===== config.mk =====
export PLATFORM = sky130hd
export DESIGN_NAME = uhiasr_top
export DESIGN_NICKNAME = d
export VERILOG_FILES = /design/src/rtl/uhiasr_pkg.sv /design/src/rtl/uhiasr_reg_if.sv /design/src/rtl/uhiasr_top.sv /design/src/rtl/uhiasr_apb_slave.sv /design/src/rtl/uhiasr_srst_seq.sv
export VERILOG_INCLUDE_DIRS = /design/src /design/src/rtl
export SDC_FILE = /design/constraint.sdc
export NUM_CORES = 1
export LEC_CHECK = 0
export ABC_AREA = 1
export BUFFER_PORTS_ARGS = -buffer_cell sky130_fd_sc_hd__buf_2
export CAP_MARGIN = 20
export CORE_UTILIZATION = 57
export CTS_BUF_LIST = sky130_fd_sc_hd__clkbuf_2
export DETAILED_ROUTE_END_ITERATION = 6
export PLACE_DENSITY_LB_ADDON = 0.25
export SLEW_MARGIN = 10
export SYNTH_ARGS = -nofsm -noshare
export SYNTH_HDL_FRONTEND = slang
export SYNTH_HIERARCHICAL = 1
export SYNTH_SLANG_ARGS = --single-unit

===== constraint.sdc =====
create_clock -name core_clk_in -period 3.6 [get_ports core_clk_in]
set_input_delay 0.72 -clock core_clk_in [delete_from_list [all_inputs] [get_ports core_clk_in]]
set_output_delay 0.72 -clock core_clk_in [all_outputs]
set_load 0.02 [all_outputs]

===== src/rtl/uhiasr_map.svh =====
// Register offsets, field positions, reset values and timing counts of the block.
`ifndef UHIASR_MAP_SVH
`define UHIASR_MAP_SVH
`define UHIASR_ADDR_W 16
`define UHIASR_OFS_CTRL 16'hd004
`define UHIASR_OFS_CMD 16'hd008
`define UHIASR_OFS_STATUS 16'hd00c
`define UHIASR_OFS_EN_SET 16'hd010
`define UHIASR_OFS_EN_CLR 16'hd014
`define UHIASR_STATUS_MASK 32'h4000_007f
`define UHIASR_ENABLE_MASK 32'hc000_007f
`define UHIASR_MIE_BIT 31
`define UHIASR_OC_BIT 30
`define UHIASR_ROOT_HUB_CHANGE_EVT_BIT 6
`define UHIASR_FNO_BIT 5
`define UHIASR_UE_BIT 4
`define UHIASR_RD_BIT 3
`define UHIASR_SF_BIT 2
`define UHIASR_WDH_BIT 1
`define UHIASR_SO_BIT 0
`define UHIASR_FS_LSB 6
`define UHIASR_ROUTE_BIT 8
`define UHIASR_SRST_BIT 0
`define UHIASR_ENABLE_RESET 32'h0000_0000
`define UHIASR_STATUS_RESET 32'h0000_0000
`define UHIASR_SRST_MAX_US 10
`define UHIASR_CLK_MHZ 100
`define UHIASR_SRST_MAX_CYC (`UHIASR_SRST_MAX_US * `UHIASR_CLK_MHZ)
`define UHIASR_SRST_CYC 8
`endif


===== src/rtl/uhiasr_pkg.sv =====
// Types and address decode shared by the block's modules.
`include "uhiasr_map.svh"
package uhiasr_pkg;
   typedef enum logic [1:0] {SEQ_IDLE = 2'b01, SEQ_BUSY = 2'b10} uhiasr_seq_e;
   typedef enum logic [1:0] {
      FS_RESET = 2'b00, FS_RESUME = 2'b01, FS_OPER = 2'b10, FS_SUSPEND = 2'b11
   } uhiasr_fs_e;
   typedef logic [`UHIASR_ADDR_W-1:0] uhiasr_addr_t;
   function automatic logic reg_hit(input uhiasr_addr_t a);
      return (a == `UHIASR_OFS_CTRL) || (a == `UHIASR_OFS_CMD) ||
             (a == `UHIASR_OFS_STATUS) || (a == `UHIASR_OFS_EN_SET) ||
             (a == `UHIASR_OFS_EN_CLR);
   endfunction
endpackage


===== src/rtl/uhiasr_reg_if.sv =====
// Register access strobes between the bus slave and the register file.
`timescale 1ns/1ps
interface uhiasr_reg_if;
   logic wr;
   logic rd;
   uhiasr_pkg::uhiasr_addr_t addr;
   logic [31:0] wdata;
   logic [31:0] rdata;
   modport bus (output wr, output rd, output addr, output wdata, input rdata);
   modport regs (input wr, input rd, input addr, input wdata, output rdata);
endinterface


===== src/rtl/uhiasr_top.sv =====
// Host controller event status, enables, interrupt gating and software reset.
//
// The implementer's own choice: the APB slave port.
`timescale 1ns/1ps
`include "uhiasr_map.svh"
// What this block does
// (RULE1) Soft reset command forces suspend, clears registers, keeps interrupt routing.
// (RULE2) Soft reset finishes within 10 us, then command bit clears itself.
// (RULE3) Soft reset never resets root hub nor signals reset downstream.
// (RULE4) No host bus accesses while soft reset is in progress.
// (RULE5) Each tracked event sets its matching status bit.
// (RULE6) Writing one clears a status bit; zero leaves it; writes never set.
// (RULE7) Hardware never clears a status bit; it stays until software clears.
// (RULE8) Interrupt when a status bit, its enable and master enable are set.
// (RULE9) Enable register writes set ones, ignore zeros; reads return its value.
// (RULE10) Disable register writes of one clear the matching enable bit.
// (RULE11) Disable register reads return the enable register contents.
// (RULE12) Bit 31 is master enable, set by one through enable register.
// (RULE13) Event bits: 30, 6, 5, 4, 3, 2, 1, 0; bits 29 to 7 reserved.
// (RULE14) All enable bits including master enable reset to zero.
// (RULE15) Enable and disable bits map one to one onto status bits.
// (RULE16) Functional state codes reset, resume, operational, suspend; soft reset gives suspend.
// (RULE17) Routing bit clear sends interrupt to host bus, set to management.
// (RULE18) Interrupt is a level, dropping the cycle after its condition ends.
module uhiasr_top #(
   parameter int SRST_CYCLES = `UHIASR_SRST_CYC
) (
   input wire logic core_clk_in,
   input wire logic arst_n_in,
   input wire logic psel_in,
   input wire logic penable_in,
   input wire logic pwrite_in,
   input wire logic [15:0] paddr_in,
   input wire logic [31:0] pwdata_in,
   output logic [31:0] prdata_out,
   output logic pready_out,
   output logic pslverr_out,
   input wire logic [31:0] evt_in,
   output logic irq_out,
   output logic smi_out,
   output logic bus_access_en_out,
   output logic port_reset_out,
   output logic soft_reset_busy_out
);
   typedef struct packed {
      logic [31:0] status;
      logic [31:0] enable;
      uhiasr_pkg::uhiasr_fs_e fs;
      logic route;
      logic irq;
      logic smi;
   } uhiasr_regs_s;

   localparam int SRST_LIM = 1000;

   if (SRST_CYCLES < 1 || SRST_CYCLES > SRST_LIM) begin : g_bad_srst
      $error("Software reset length out of range.");
   end

   logic [1:0] rst_sync;
   logic rst_n;
   uhiasr_regs_s q;
   uhiasr_regs_s next_q;
   logic srst_start;
   logic srst_busy;
   logic srst_done;
   logic [31:0] evt;
   logic [31:0] pend;
   logic gate;
   logic st_wr;
   logic en_wr;
   logic dis_wr;
   logic ctrl_wr;
   logic dis_rd;
   logic [31:0] rdata;

   uhiasr_reg_if rif ();

   // =====================================================
   // Reset synchroniser
   // =====================================================
   always_ff @(posedge core_clk_in or negedge arst_n_in) begin
      if (!arst_n_in) begin
         rst_sync <= 2'b00;
      end else begin
         rst_sync <= {rst_sync[0], 1'b1};
      end
   end
   assign rst_n = rst_sync[1];

   // =====================================================
   // Bus slave and soft reset sequencer
   // =====================================================
   uhiasr_apb_slave u_apb (
      .psel_in(psel_in),
      .penable_in(penable_in),
      .pwrite_in(pwrite_in),
      .paddr_in(paddr_in),
      .pwdata_in(pwdata_in),
      .prdata_out(prdata_out),
      .pready_out(pready_out),
      .pslverr_out(pslverr_out),
      .rif(rif.bus)
   );

   uhiasr_srst_seq #(.SRST_CYCLES(SRST_CYCLES)) u_seq (
      .clk_in(core_clk_in),
      .rst_n_in(rst_n),
      .start_in(srst_start),
      .busy_out(srst_busy),
      .done_out(srst_done)
   );

   // =====================================================
   // Access decode
   // =====================================================
   assign st_wr = rif.wr && (rif.addr == `UHIASR_OFS_STATUS);
   assign en_wr = rif.wr && (rif.addr == `UHIASR_OFS_EN_SET);
   assign dis_wr = rif.wr && (rif.addr == `UHIASR_OFS_EN_CLR);
   assign ctrl_wr = rif.wr && (rif.addr == `UHIASR_OFS_CTRL);
   assign dis_rd = rif.rd && (rif.addr == `UHIASR_OFS_EN_CLR);
   assign srst_start = rif.wr && (rif.addr == `UHIASR_OFS_CMD) &&
                       rif.wdata[`UHIASR_SRST_BIT] && !srst_busy; // [RULE1]

   // Only documented event positions can ever be set.
   assign evt = evt_in & `UHIASR_STATUS_MASK; // [RULE13]
   assign pend = q.status & q.enable & `UHIASR_STATUS_MASK; // [RULE15]
   assign gate = (|pend) && q.enable[`UHIASR_MIE_BIT]; // [RULE8]

   // =====================================================
   // Register update
   // =====================================================
   always_comb begin
      next_q = q;
      if (srst_start) begin
         next_q.status = `UHIASR_STATUS_RESET; // [RULE1]
         next_q.enable = `UHIASR_ENABLE_RESET; // [RULE1]
         next_q.fs = uhiasr_pkg::FS_SUSPEND; // [RULE16]
      end else begin
         if (st_wr) begin
            next_q.status = q.status & ~rif.wdata; // [RULE6]
         end
         if (en_wr) begin
            next_q.enable = q.enable | (rif.wdata & `UHIASR_ENABLE_MASK); // [RULE9] [RULE12]
         end
         if (dis_wr) begin
            next_q.enable = q.enable & ~rif.wdata; // [RULE10]
         end
         if (ctrl_wr && !srst_busy) begin
            next_q.fs = uhiasr_pkg::uhiasr_fs_e'(rif.wdata[`UHIASR_FS_LSB +: 2]);
         end
      end
      if (ctrl_wr) begin
         next_q.route = rif.wdata[`UHIASR_ROUTE_BIT];
      end
      // An event in the cycle of a clear still lands.
      next_q.status = next_q.status | evt; // [RULE5] [RULE7]
      next_q.irq = gate && !q.route; // [RULE17] [RULE18]
      next_q.smi = gate && q.route; // [RULE17]
   end

   always_ff @(posedge core_clk_in or negedge rst_n) begin
      if (!rst_n) begin
         q.status <= `UHIASR_STATUS_RESET;
         q.enable <= `UHIASR_ENABLE_RESET; // [RULE14]
         q.fs <= uhiasr_pkg::FS_RESET;
         q.route <= 1'b0;
         q.irq <= 1'b0;
         q.smi <= 1'b0;
      end else begin
         q <= next_q;
      end
   end

   // =====================================================
   // Read data
   // =====================================================
   always_comb begin
      rdata = 32'h0000_0000;
      unique case (rif.addr)
         `UHIASR_OFS_CTRL: begin
            rdata[`UHIASR_FS_LSB +: 2] = q.fs;
            rdata[`UHIASR_ROUTE_BIT] = q.route;
         end
         `UHIASR_OFS_CMD: rdata[`UHIASR_SRST_BIT] = srst_busy; // [RULE2]
         `UHIASR_OFS_STATUS: rdata = q.status;
         `UHIASR_OFS_EN_SET: rdata = q.enable; // [RULE9]
         `UHIASR_OFS_EN_CLR: rdata = q.enable; // [RULE11]
         default: rdata = 32'h0000_0000;
      endcase
   end
   assign rif.rdata = rdata;

   // =====================================================
   // Outputs
   // =====================================================
   assign irq_out = q.irq;
   assign smi_out = q.smi;
   assign soft_reset_busy_out = srst_busy;
   assign bus_access_en_out = !srst_busy && (q.fs == uhiasr_pkg::FS_OPER); // [RULE4]
   // Only the FS_RESET functional state, outside soft reset, drives downstream reset.
   assign port_reset_out = (q.fs == uhiasr_pkg::FS_RESET) && !srst_busy; // [RULE3]
endmodule // uhiasr_top


===== src/rtl/uhiasr_apb_slave.sv =====
// Zero-wait APB slave that turns access phases into register strobes.
`timescale 1ns/1ps
module uhiasr_apb_slave (
   input wire logic psel_in,
   input wire logic penable_in,
   input wire logic pwrite_in,
   input wire uhiasr_pkg::uhiasr_addr_t paddr_in,
   input wire logic [31:0] pwdata_in,
   output logic [31:0] prdata_out,
   output logic pready_out,
   output logic pslverr_out,
   uhiasr_reg_if.bus rif
);
   logic access;
   logic hit;
   // =====================================================
   // Decode
   // =====================================================
   assign access = psel_in && penable_in;
   assign hit = uhiasr_pkg::reg_hit(paddr_in);
   assign rif.wr = access && pwrite_in && hit;
   assign rif.rd = access && !pwrite_in && hit;
   assign rif.addr = paddr_in;
   assign rif.wdata = pwdata_in;
   assign pready_out = 1'b1;
   assign pslverr_out = access && !hit;
   assign prdata_out = hit ? rif.rdata : 32'h0000_0000;
endmodule // uhiasr_apb_slave


===== src/rtl/uhiasr_srst_seq.sv =====
// Software reset sequencer that holds busy for a fixed number of cycles.
`timescale 1ns/1ps
`include "uhiasr_map.svh"
module uhiasr_srst_seq #(
   parameter int SRST_CYCLES = `UHIASR_SRST_CYC
) (
   input wire logic clk_in,
   input wire logic rst_n_in,
   input wire logic start_in,
   output logic busy_out,
   output logic done_out
);
   typedef struct packed {
      uhiasr_pkg::uhiasr_seq_e state;
      logic [15:0] cnt;
   } uhiasr_seq_s;
   uhiasr_seq_s q;
   uhiasr_seq_s next_q;
   if (SRST_CYCLES < 1 || SRST_CYCLES > `UHIASR_SRST_MAX_CYC) begin : g_bad_len
      $error("Software reset length out of range.");
   end
   // =====================================================
   // Sequencer
   // =====================================================
   always_comb begin
      next_q = q;
      done_out = 1'b0;
      unique case (q.state)
         uhiasr_pkg::SEQ_IDLE: begin
            if (start_in) begin
               next_q.state = uhiasr_pkg::SEQ_BUSY;
               next_q.cnt = 16'(SRST_CYCLES - 1);
            end
         end
         uhiasr_pkg::SEQ_BUSY: begin
            if (q.cnt == 16'h0000) begin
               next_q.state = uhiasr_pkg::SEQ_IDLE;
               done_out = 1'b1;
            end else begin
               next_q.cnt = q.cnt - 16'h0001;
            end
         end
         default: next_q.state = uhiasr_pkg::SEQ_IDLE;
      endcase
   end
   always_ff @(posedge clk_in or negedge rst_n_in) begin
      if (!rst_n_in) begin
         q <= '{state: uhiasr_pkg::SEQ_IDLE, cnt: 16'h0000};
      end else begin
         q <= next_q;
      end
   end
   assign busy_out = (q.state == uhiasr_pkg::SEQ_BUSY);
endmodule // uhiasr_srst_seq


==> results.py, run 1 <==
metrics = {
    "run_status": {
        "status": "completed",
    },
    "timing": {
        "worstMarginPinSlew_ns": 0.642,
        "period_minus_slack_ns": 3.18,
        "hold_violations": 0,
        "tns_ns": 0,
        "fin_crit_sh": 0.883,
        "setup_viol": 0,
        "fmax_mhz": 314,
        "rsz0062_at_grt": "false",
        "holdWs_ns": 0.274,
        "finClkSkew_ns": 0.0190,
        "drv_slew": 0,
        "worst_slew_margin_rel": 0.571,
    },
    "grt": {
        "grt_max_degree": 88,
        "grt_pass1_vias": 4579,
        "grt_use_total": 0.257,
        "antenna_found_initial": 0,
        "grt_overflow": 0,
        "grt_pass1_wl_um": 20900,
    },
    "die": {
        "design.core.area_um2": 9730,
        "die_w_um": 102,
        "die_area_um2": 10400,
        "initial_utilization": 0.584,
        "core.rowCount": 36,
        "top_level_ports": 124,
        "die_h_um": 102,
    },
    "routing": {
        "drtIter0Drc": 287,
        "viasPerCell": 5.02,
        "ant_nets": 0,
        "first_pass_iters": 5,
        "avgRoutedWirePerCell_um": 12.6,
        "drc_errors": 0,
        "totalWireLength_um": 12400,
        "vias": 4944,
    },
    "cells_and_area": {
        "n_fill_cell": 907,
        "final_cell_mix": "183 x nand2_1, 139 x inv_1, 98 x buf_2",
        "final_common_cell": "nand2_1",
        "multi_input_area_um2": 2370,
        "diodes": 0,
        "nets": 932,
        "area_growth_pct": 6.47,
        "regArea_um2": 2230,
        "layout-drive-gt1-share": 0.230,
    },
    "cts": {
        "cts_root_buf": "clkbuf_2",
        "ctsHoldBuffers": 1,
        "cts_tree": "done",
        "clock_latency_ns": 0.57,
        "clock_sinks": 89,
        "clk_path_buf_depth": 2,
        "clk_pin_slew_ns": 0.27,
        "ctsResizeCount": 0,
        "htree_num_levels": 3,
        "post_cts_buffers": 0,
        "cts_buffers": 9,
    },
    "placement": {
        "numPortBuffers": 98,
        "gp_congestion": 0.917,
        "dp_hpwl_um": 8570,
    },
    "critical_path": {
        "endpoint": "prdata_out[6]",
        "setup.worst_path.class": "primary input to output port",
        "worst_setup_path_start_kind": "primary input",
        "rr_worst_depth": 11,
        "crit_start": "paddr_in[11]",
        "cp.required_ns": 2.88,
        "worstSetupEndpointType": "output port",
        "crit_path_max_fanout": 15,
        "rr_startpoint": "u_seq/q[16]$_DFFE_PN1P_",
        "r2r-end": "u_seq/q[3]$_DFFE_PN0P_",
        "rrSetupSlack_ns": 1.46,
        "worstPathArrival_ns": 2.46,
    },
    "synthesis": {
        "yosys_warnings": 6,
        "synth_nets": 883,
        "syn_area_um2": 5680,
        "syn_avg_cell_area_um2": 7.13,
        "synthCells": 797,
    },
    "pwr": {
        "p_per_area_nw_per_um2": 273,
        "vdd_ir_drop_max_mv": 0.170,
        "p_leak_nw": 3.21,
    },
    "run": {
        "cap_violations": 0,
    },
    "worst_hold_path": {
        "hold_class": "flop to asynchronous set/reset pin",
    },
}
## worst max-delay path: stages
cell and delay (ns):
buf_2 0.11, nor2_1 0.09, nand2_1 0.06, nor2_2 0.33
buf_4 0.29, nand2_1 0.07, nor2_1 0.21, nand2_1 0.12
o211ai_2 0.09, inv_1 0.06, nor2_2 0.12, buf_2 0.18
## where the power goes
group / leakage [nW] / internal, mW / switching [mW] / total (mW)
registers: 1.19 / 1.00 / 0.00657 / 1.01
logic: 1.95 / 0.0393 / 0.0571 / 0.0965
clock network: 0.0704 / 0.167 / 0.375 / 0.542
## layout make-up
cell class | count | area share
well taps | 133 | 0.0275
repair buffers | 112 | 0.102
clock inverters | 7 | 0.0130
clock buffers | 9 | 0.00745
multi-input cells | 491 | 0.392
flip-flops and latches | 89 | 0.369
inverters | 143 | 0.0887
## through the flow
step                instances   util  power [mW]  setup WS [ns]  instance area (um^2)
CTS                       983  0.619        1.66          0.434                  6020
global placement          966  0.605        1.12          0.490                  5890
finish                    984  0.622        1.65          0.420                  6050
global route              984  0.622        1.72          0.200                  6050
detailed placement        966  0.605        1.12          0.449                  5890
floorplan                 797      -        1.11          0.763                  5680
## flip-flops by register name, indices dropped and copies added, names as in the netlist
register  flops
q            67
u_seq/q      18
irq_out       1
rst_sync      2
smi_out       1
## worst min-delay path by stage
stage / from / end / cells after the start
2_1_floorplan: rst_sync[0]$_DFF_PN0_ / rst_sync[1]$_DFF_PN0_ / 0
3_3_place_gp: rst_sync[0]$_DFF_PN0_ / rst_sync[1]$_DFF_PN0_ / 0
5_1_grt: pwdata_in[16] / q[53]$_DFFE_PN0P_ / 2
3_5_place_dp: rst_sync[0]$_DFF_PN0_ / rst_sync[1]$_DFF_PN0_ / 0
4_1_cts: pwdata_in[16] / q[53]$_DFFE_PN0P_ / 2
6_report: rst_sync[1]$_DFF_PN0_ / q[58]$_DFFE_PN0P_ / 0
## per-layer routing
metal | track usage | wire (um)
met1 | 0.338 | 5490
met2 | 0.440 | 6180
met3 | 0.0363 | 549
met4 | 0.0824 | 161
met5 | 0 | 0
Note: power is estimated with default switching activity, not from simulation.
==> run 2, diff against run 1 <==
Settings changed: PLACE_DENSITY set to 0.88, PLACE_DENSITY_LB_ADDON 0.25 to unset.
==> run 2 against run 1 <==
  * Power grew 2.1%
  * Critical endpoint is now prdata_out[31]
  * Register-to-register slack improved by 0.09 ns
  * Clock skew increased by 0.0020 ns
  * Flip-flop and latch count is the same
  * Fmax hardly changed
  * Largest cell class unchanged
  * Combinational power fell by 12%
==> results.py, run 2 (synthesized netlist as in run 1, its figures left out) <==
metrics = {
    "run_status": {
        "status": "completed",
    },
    "routing": {
        "drtIter0Drc": 255,
        "first_pass_iters": 5,
        "vias": 4875,
        "avgRoutedWirePerCell_um": 12.2,
        "ant_nets": 0,
        "drc_errors": 0,
        "viasPerCell": 4.96,
        "totalWireLength_um": 12000,
    },
    "cts": {
        "cts_tree": "done",
        "cts_buffers": 9,
        "ctsResizeCount": 0,
        "clock_sinks": 89,
        "htree_num_levels": 3,
        "clk_path_buf_depth": 2,
        "cts_root_buf": "clkbuf_2",
        "clk_pin_slew_ns": 0.24,
        "clock_latency_ns": 0.53,
    },
    "pwr": {
        "vdd_ir_drop_max_mv": 0.171,
        "p_leak_nw": 3.20,
        "p_per_area_nw_per_um2": 280,
    },
    "die": {
        "die_w_um": 102,
        "top_level_ports": 124,
        "core.rowCount": 36,
        "die_area_um2": 10400,
        "design.core.area_um2": 9730,
        "die_h_um": 102,
        "initial_utilization": 0.584,
    },
    "critical_path": {
        "cp_top_family": "buffers and inverters",
        "critPathMaxStageDelay_ns": 0.44,
        "worstSetupEndpointType": "output port",
        "worst_setup_path_start_kind": "primary input",
        "rrSetupSlack_ns": 1.55,
        "setup.worst_path.class": "primary input to output port",
        "cp.required_ns": 2.88,
        "crit_path_max_fanout": 26,
        "path_buf_inv": 5,
        "path_cells": "buf_2, inv_1, nand2_1, nor2_1, nand3_2, inv_2, nand2_1, o21ai_0, inv_1, nor2_1, buf_2",
        "critical-path-slowest-cell": "inv_2",
        "worstPathArrival_ns": 2.46,
    },
    "cells_and_area": {
        "area_growth_pct": 6.06,
        "largest-register": "q",
        "final_common_cell": "nand2_1",
        "nets": 929,
        "final_cell_area_um2": 6030,
        "layout-drive-gt1-share": 0.228,
        "n_fill_cell": 914,
        "top_regs": "q (67), u_seq/q (18), rst_sync (2)",
        "multi_input_area_um2": 2370,
        "regArea_um2": 2230,
        "largest_reg_flops": 67,
        "final_cell_mix": "183 x nand2_1, 139 x inv_1, 98 x buf_2",
    },
    "timing": {
        "finClkSkew_ns": 0.0210,
        "setup_viol": 0,
        "worst_slew_margin_rel": 0.429,
        "tns_ns": 0,
        "rsz0062_at_grt": "false",
        "drv_slew": 0,
        "fin_crit_sh": 0.884,
        "period_minus_slack_ns": 3.18,
        "hold_violations": 0,
        "fmax_mhz": 314,
        "worstMarginPinSlew_ns": 0.856,
    },
    "worst_hold_path": {
        "hold_class": "primary input to flop",
    },
    "placement": {
        "placed_cell_area_um2": 5870,
        "numPortBuffers": 98,
        "dp_hpwl_um": 8210,
        "gp_congestion": 0.853,
    },
    "grt": {
        "grt_overflow": 0,
        "grt_pass1_vias": 4279,
        "antenna_found_initial": 0,
        "grt_use_total": 0.245,
        "grt_pass1_wl_um": 19800,
        "grt_max_degree": 67,
    },
    "run": {
        "cap_violations": 0,
    },
}
-- run 2: what timing repair did --
action                                  in CTS  in global routing
endpoints found under the setup margin       0                  0
hold buffers                                 1                  0
endpoints found under the hold margin        2                  0
setup buffers                                0                  0
-- run 2: per-layer routing --
metal  vias up  GRT usage  part of all wire
met5         -          0                 0
met4         0     0.0769             0.016
met3        18     0.0410             0.052
met2       162      0.414              0.50
met1      2220      0.323              0.43
li1       2475          -                 -
-- run 2: where the power goes --
part | internal, mW | switching, mW
registers | 1.00 | 0.0141
clock network | 0.236 | 0.346
logic | 0.0374 | 0.0477
-- run 2: worst register-to-register path, stage by stage (launching register included) --
cell     delay, ns
dfstp_2       0.43
nor2_1        0.20
inv_1         0.09
nand2_1       0.15
nor2_1        0.09
nand4_4       0.10
inv_1         0.04
nand3_1       0.10
inv_1         0.08
a21oi_4       0.51
nand2_1       0.13
o21ai_2       0.08
-- run 2: area by class of cell --
type,instances,share of cell area
diodes,1,0.000415
clock inverters,6,0.0150
multi-input cells,491,0.394
clock buffers,10,0.00831
well taps,133,0.0276
inverters,143,0.0891
repair buffers,109,0.0955
flip-flops and latches,89,0.370
-- run 2: worst paths after layout --
kind / to / cells past startpoint / from
max in group asynchronous: q[56]$_DFFE_PN0P_ / 1 / rst_sync[1]$_DFF_PN0_
worst min-delay path: q[66]$_DFFE_PN0P_ / 2 / pwdata_in[29]
min in group asynchronous: q[27]$_DFFE_PN0P_ / 0 / rst_sync[1]$_DFF_PN0_
worst max-delay path: prdata_out[31] / 11 / paddr_in[5]
worst min register to register: rst_sync[1]$_DFF_PN0_ / 0 / rst_sync[0]$_DFF_PN0_
worst max register to register: u_seq/q[3]$_DFFE_PN0P_ / 11 / u_seq/q[16]$_DFFE_PN1P_
-- run 2: stage by stage --
stage	setup WS [ns]	power [mW]	util	std cells	hold slack (ns)
2_1_floorplan	0.763	1.11	-	797	0.331
3_5_place_dp	0.455	1.12	0.604	964	0.343
3_3_place_gp	0.473	1.12	0.604	964	0.338
4_1_cts	0.419	1.70	0.619	981	0.280
5_1_grt	0.239	1.76	0.619	981	0.246
6_report	0.419	1.68	0.619	982	0.329
==> run 3, diff against run 2 <==
Settings changed: CORE_MARGIN set to 3.
==> run 3 against run 2 <==
  * Routed wire length shrank 0.62%
  * Via count shrank 0.14%
  * Highest routed layer unchanged
  * Critical path type unchanged
  * Design area is essentially flat
  * Global-route usage shrank 2.0 points
  * Critical endpoint is now prdata_out[6]
==> results.py, run 3 (synthesized netlist as in run 1, its figures left out) <==
metrics = {
    "routing": {
        "viasPerCell": 4.98,
        "first_pass_iters": 5,
        "drc_errors": 0,
        "drtIter0Drc": 259,
        "ant_nets": 0,
        "avgRoutedWirePerCell_um": 12.2,
        "totalWireLength_um": 11900,
        "vias": 4868,
    },
    "critical_path": {
        "rr_startpoint": "u_seq/q[16]$_DFFE_PN1P_",
        "setup.worst_path.class": "primary input to output port",
        "cp.required_ns": 2.88,
        "crit_start": "paddr_in[5]",
        "r2r-end": "u_seq/q[13]$_DFFE_PN0P_",
        "worstPathArrival_ns": 2.43,
        "rrSetupSlack_ns": 1.61,
        "worst_setup_path_start_kind": "primary input",
        "rr_worst_depth": 11,
        "crit_path_max_fanout": 26,
        "worstSetupEndpointType": "output port",
    },
    "timing": {
        "worstMarginPinSlew_ns": 0.965,
        "holdWs_ns": 0.315,
        "drv_slew": 0,
        "setup_viol": 0,
        "fmax_mhz": 317,
        "tns_ns": 0,
        "finClkSkew_ns": 0.0348,
        "layout_setup_ws_ns": 0.450,
        "worst_slew_margin_rel": 0.357,
        "rsz0062_at_grt": "false",
        "hold_violations": 0,
        "period_minus_slack_ns": 3.15,
        "fin_crit_sh": 0.875,
    },
    "worst_hold_path": {
        "whs_endpoint": "q[48]$_DFFE_PN0P_",
        "hp-start": "pwdata_in[11]",
        "holdPathStages": 2,
        "hold_class": "primary input to flop",
    },
    "run": {
        "cap_violations": 0,
    },
    "cells_and_area": {
        "largest_reg_flops": 67,
        "nets": 930,
        "regArea_um2": 2230,
        "layout-drive-gt1-share": 0.229,
        "final_cells": 978,
        "final_cell_mix": "183 x nand2_1, 139 x inv_1, 98 x buf_2",
        "diodes": 0,
        "multi_input_area_um2": 2370,
        "area_growth_pct": 6.08,
        "final_common_cell": "nand2_1",
        "largest-register": "q",
        "top_regs": "q (67), u_seq/q (18), rst_sync (2)",
        "n_fill_cell": 855,
    },
    "die": {
        "top_level_ports": 124,
        "die_w_um": 106,
        "die_area_um2": 11200,
        "core.rowCount": 35,
        "die_h_um": 106,
        "design.core.area_um2": 9460,
        "initial_utilization": 0.601,
    },
    "grt": {
        "grt_overflow": 0,
        "grt_pass1_wl_um": 20900,
        "grt_use_total": 0.225,
        "antenna_found_initial": 0,
        "grt_pass1_vias": 4745,
        "grt_max_degree": 79,
    },
    "placement": {
        "place_inst": 961,
        "dp_hpwl_um": 8460,
        "gp_congestion": 0.855,
        "place_ws_ns": 0.483,
        "numPortBuffers": 98,
    },
    "cts": {
        "clk_path_buf_depth": 2,
        "htree_num_levels": 3,
        "cts_buffers": 9,
        "clk_pin_slew_ns": 0.26,
        "clock_sinks": 89,
        "cts_tree": "done",
        "cts_root_buf": "clkbuf_2",
        "clock_latency_ns": 0.53,
    },
    "pwr": {
        "p_leak_nw": 3.20,
        "power_mw": 1.68,
        "p_per_area_nw_per_um2": 279,
        "vdd_ir_drop_max_mv": 0.238,
    },
    "run_status": {
        "status": "completed",
    },
}
run 3: changes by cell type in the layout (fill, tap and decap cells not counted):
cell	previous run	this run
diode_2	1	0
buf_4	10	11
inv_8	0	1
inv_6	2	0
clkinvlp_4	1	2
run 3: per-stage QoR:
step,area [um^2],util
after global placement,5880,0.621
after CTS,6030,0.637
after global routing,6030,0.637
final,6030,0.637
after floorplan,5680,-
after detailed placement,5880,0.621
run 3: timing repair:
action,4_1_cts,5_1_grt
hold endpoints to repair,2,0
hold buffers,1,0
gates resized for setup,0,0
buffers inserted,0,0
setup endpoints to repair,0,0
run 3: worst max-delay path by stage:
stage	to	slack (ns)	depth (start not counted)
floorplan	prdata_out[27]	0.76	11
global placement	prdata_out[6]	0.52	11
detailed placement	prdata_out[6]	0.48	11
CTS	prdata_out[6]	0.47	11
global route	prdata_out[23]	0.25	11
finish	prdata_out[6]	0.45	11
run 3: cell type report:
cell class | count | share of cell area
Multi-Input combinational cell | 491 | 0.394
Sequential cell | 89 | 0.370
Timing Repair Buffer | 110 | 0.0967
Inverter | 143 | 0.0891
Tap cell | 129 | 0.0268
Clock inverter | 6 | 0.0152
Clock buffer | 10 | 0.00830
run 3: layer usage:
metal,wire [um],share of wire,track usage
met5,0,0,0
met4,157,0.013,0.0685
met3,679,0.057,0.0398
met2,5890,0.49,0.385
met1,5200,0.44,0.292
run 3: power breakdown:
group / internal (mW) / leakage (nW) / switching [mW]
Combinational: 0.0374 / 1.93 / 0.0456
Sequential: 1.00 / 1.19 / 0.0159
Clock: 0.236 / 0.0801 / 0.343
Total: 1.28 / 3.20 / 0.405
run 3: worst max-delay path, stage by stage:
cell and delay (ns):
buf_2 0.11, inv_1 0.06, nand2_1 0.05, nor2_1 0.24, nand3_2 0.22, inv_2 0.42
nand2_1 0.13, o211ai_2 0.09, inv_1 0.09, nor2_2 0.10, buf_2 0.17
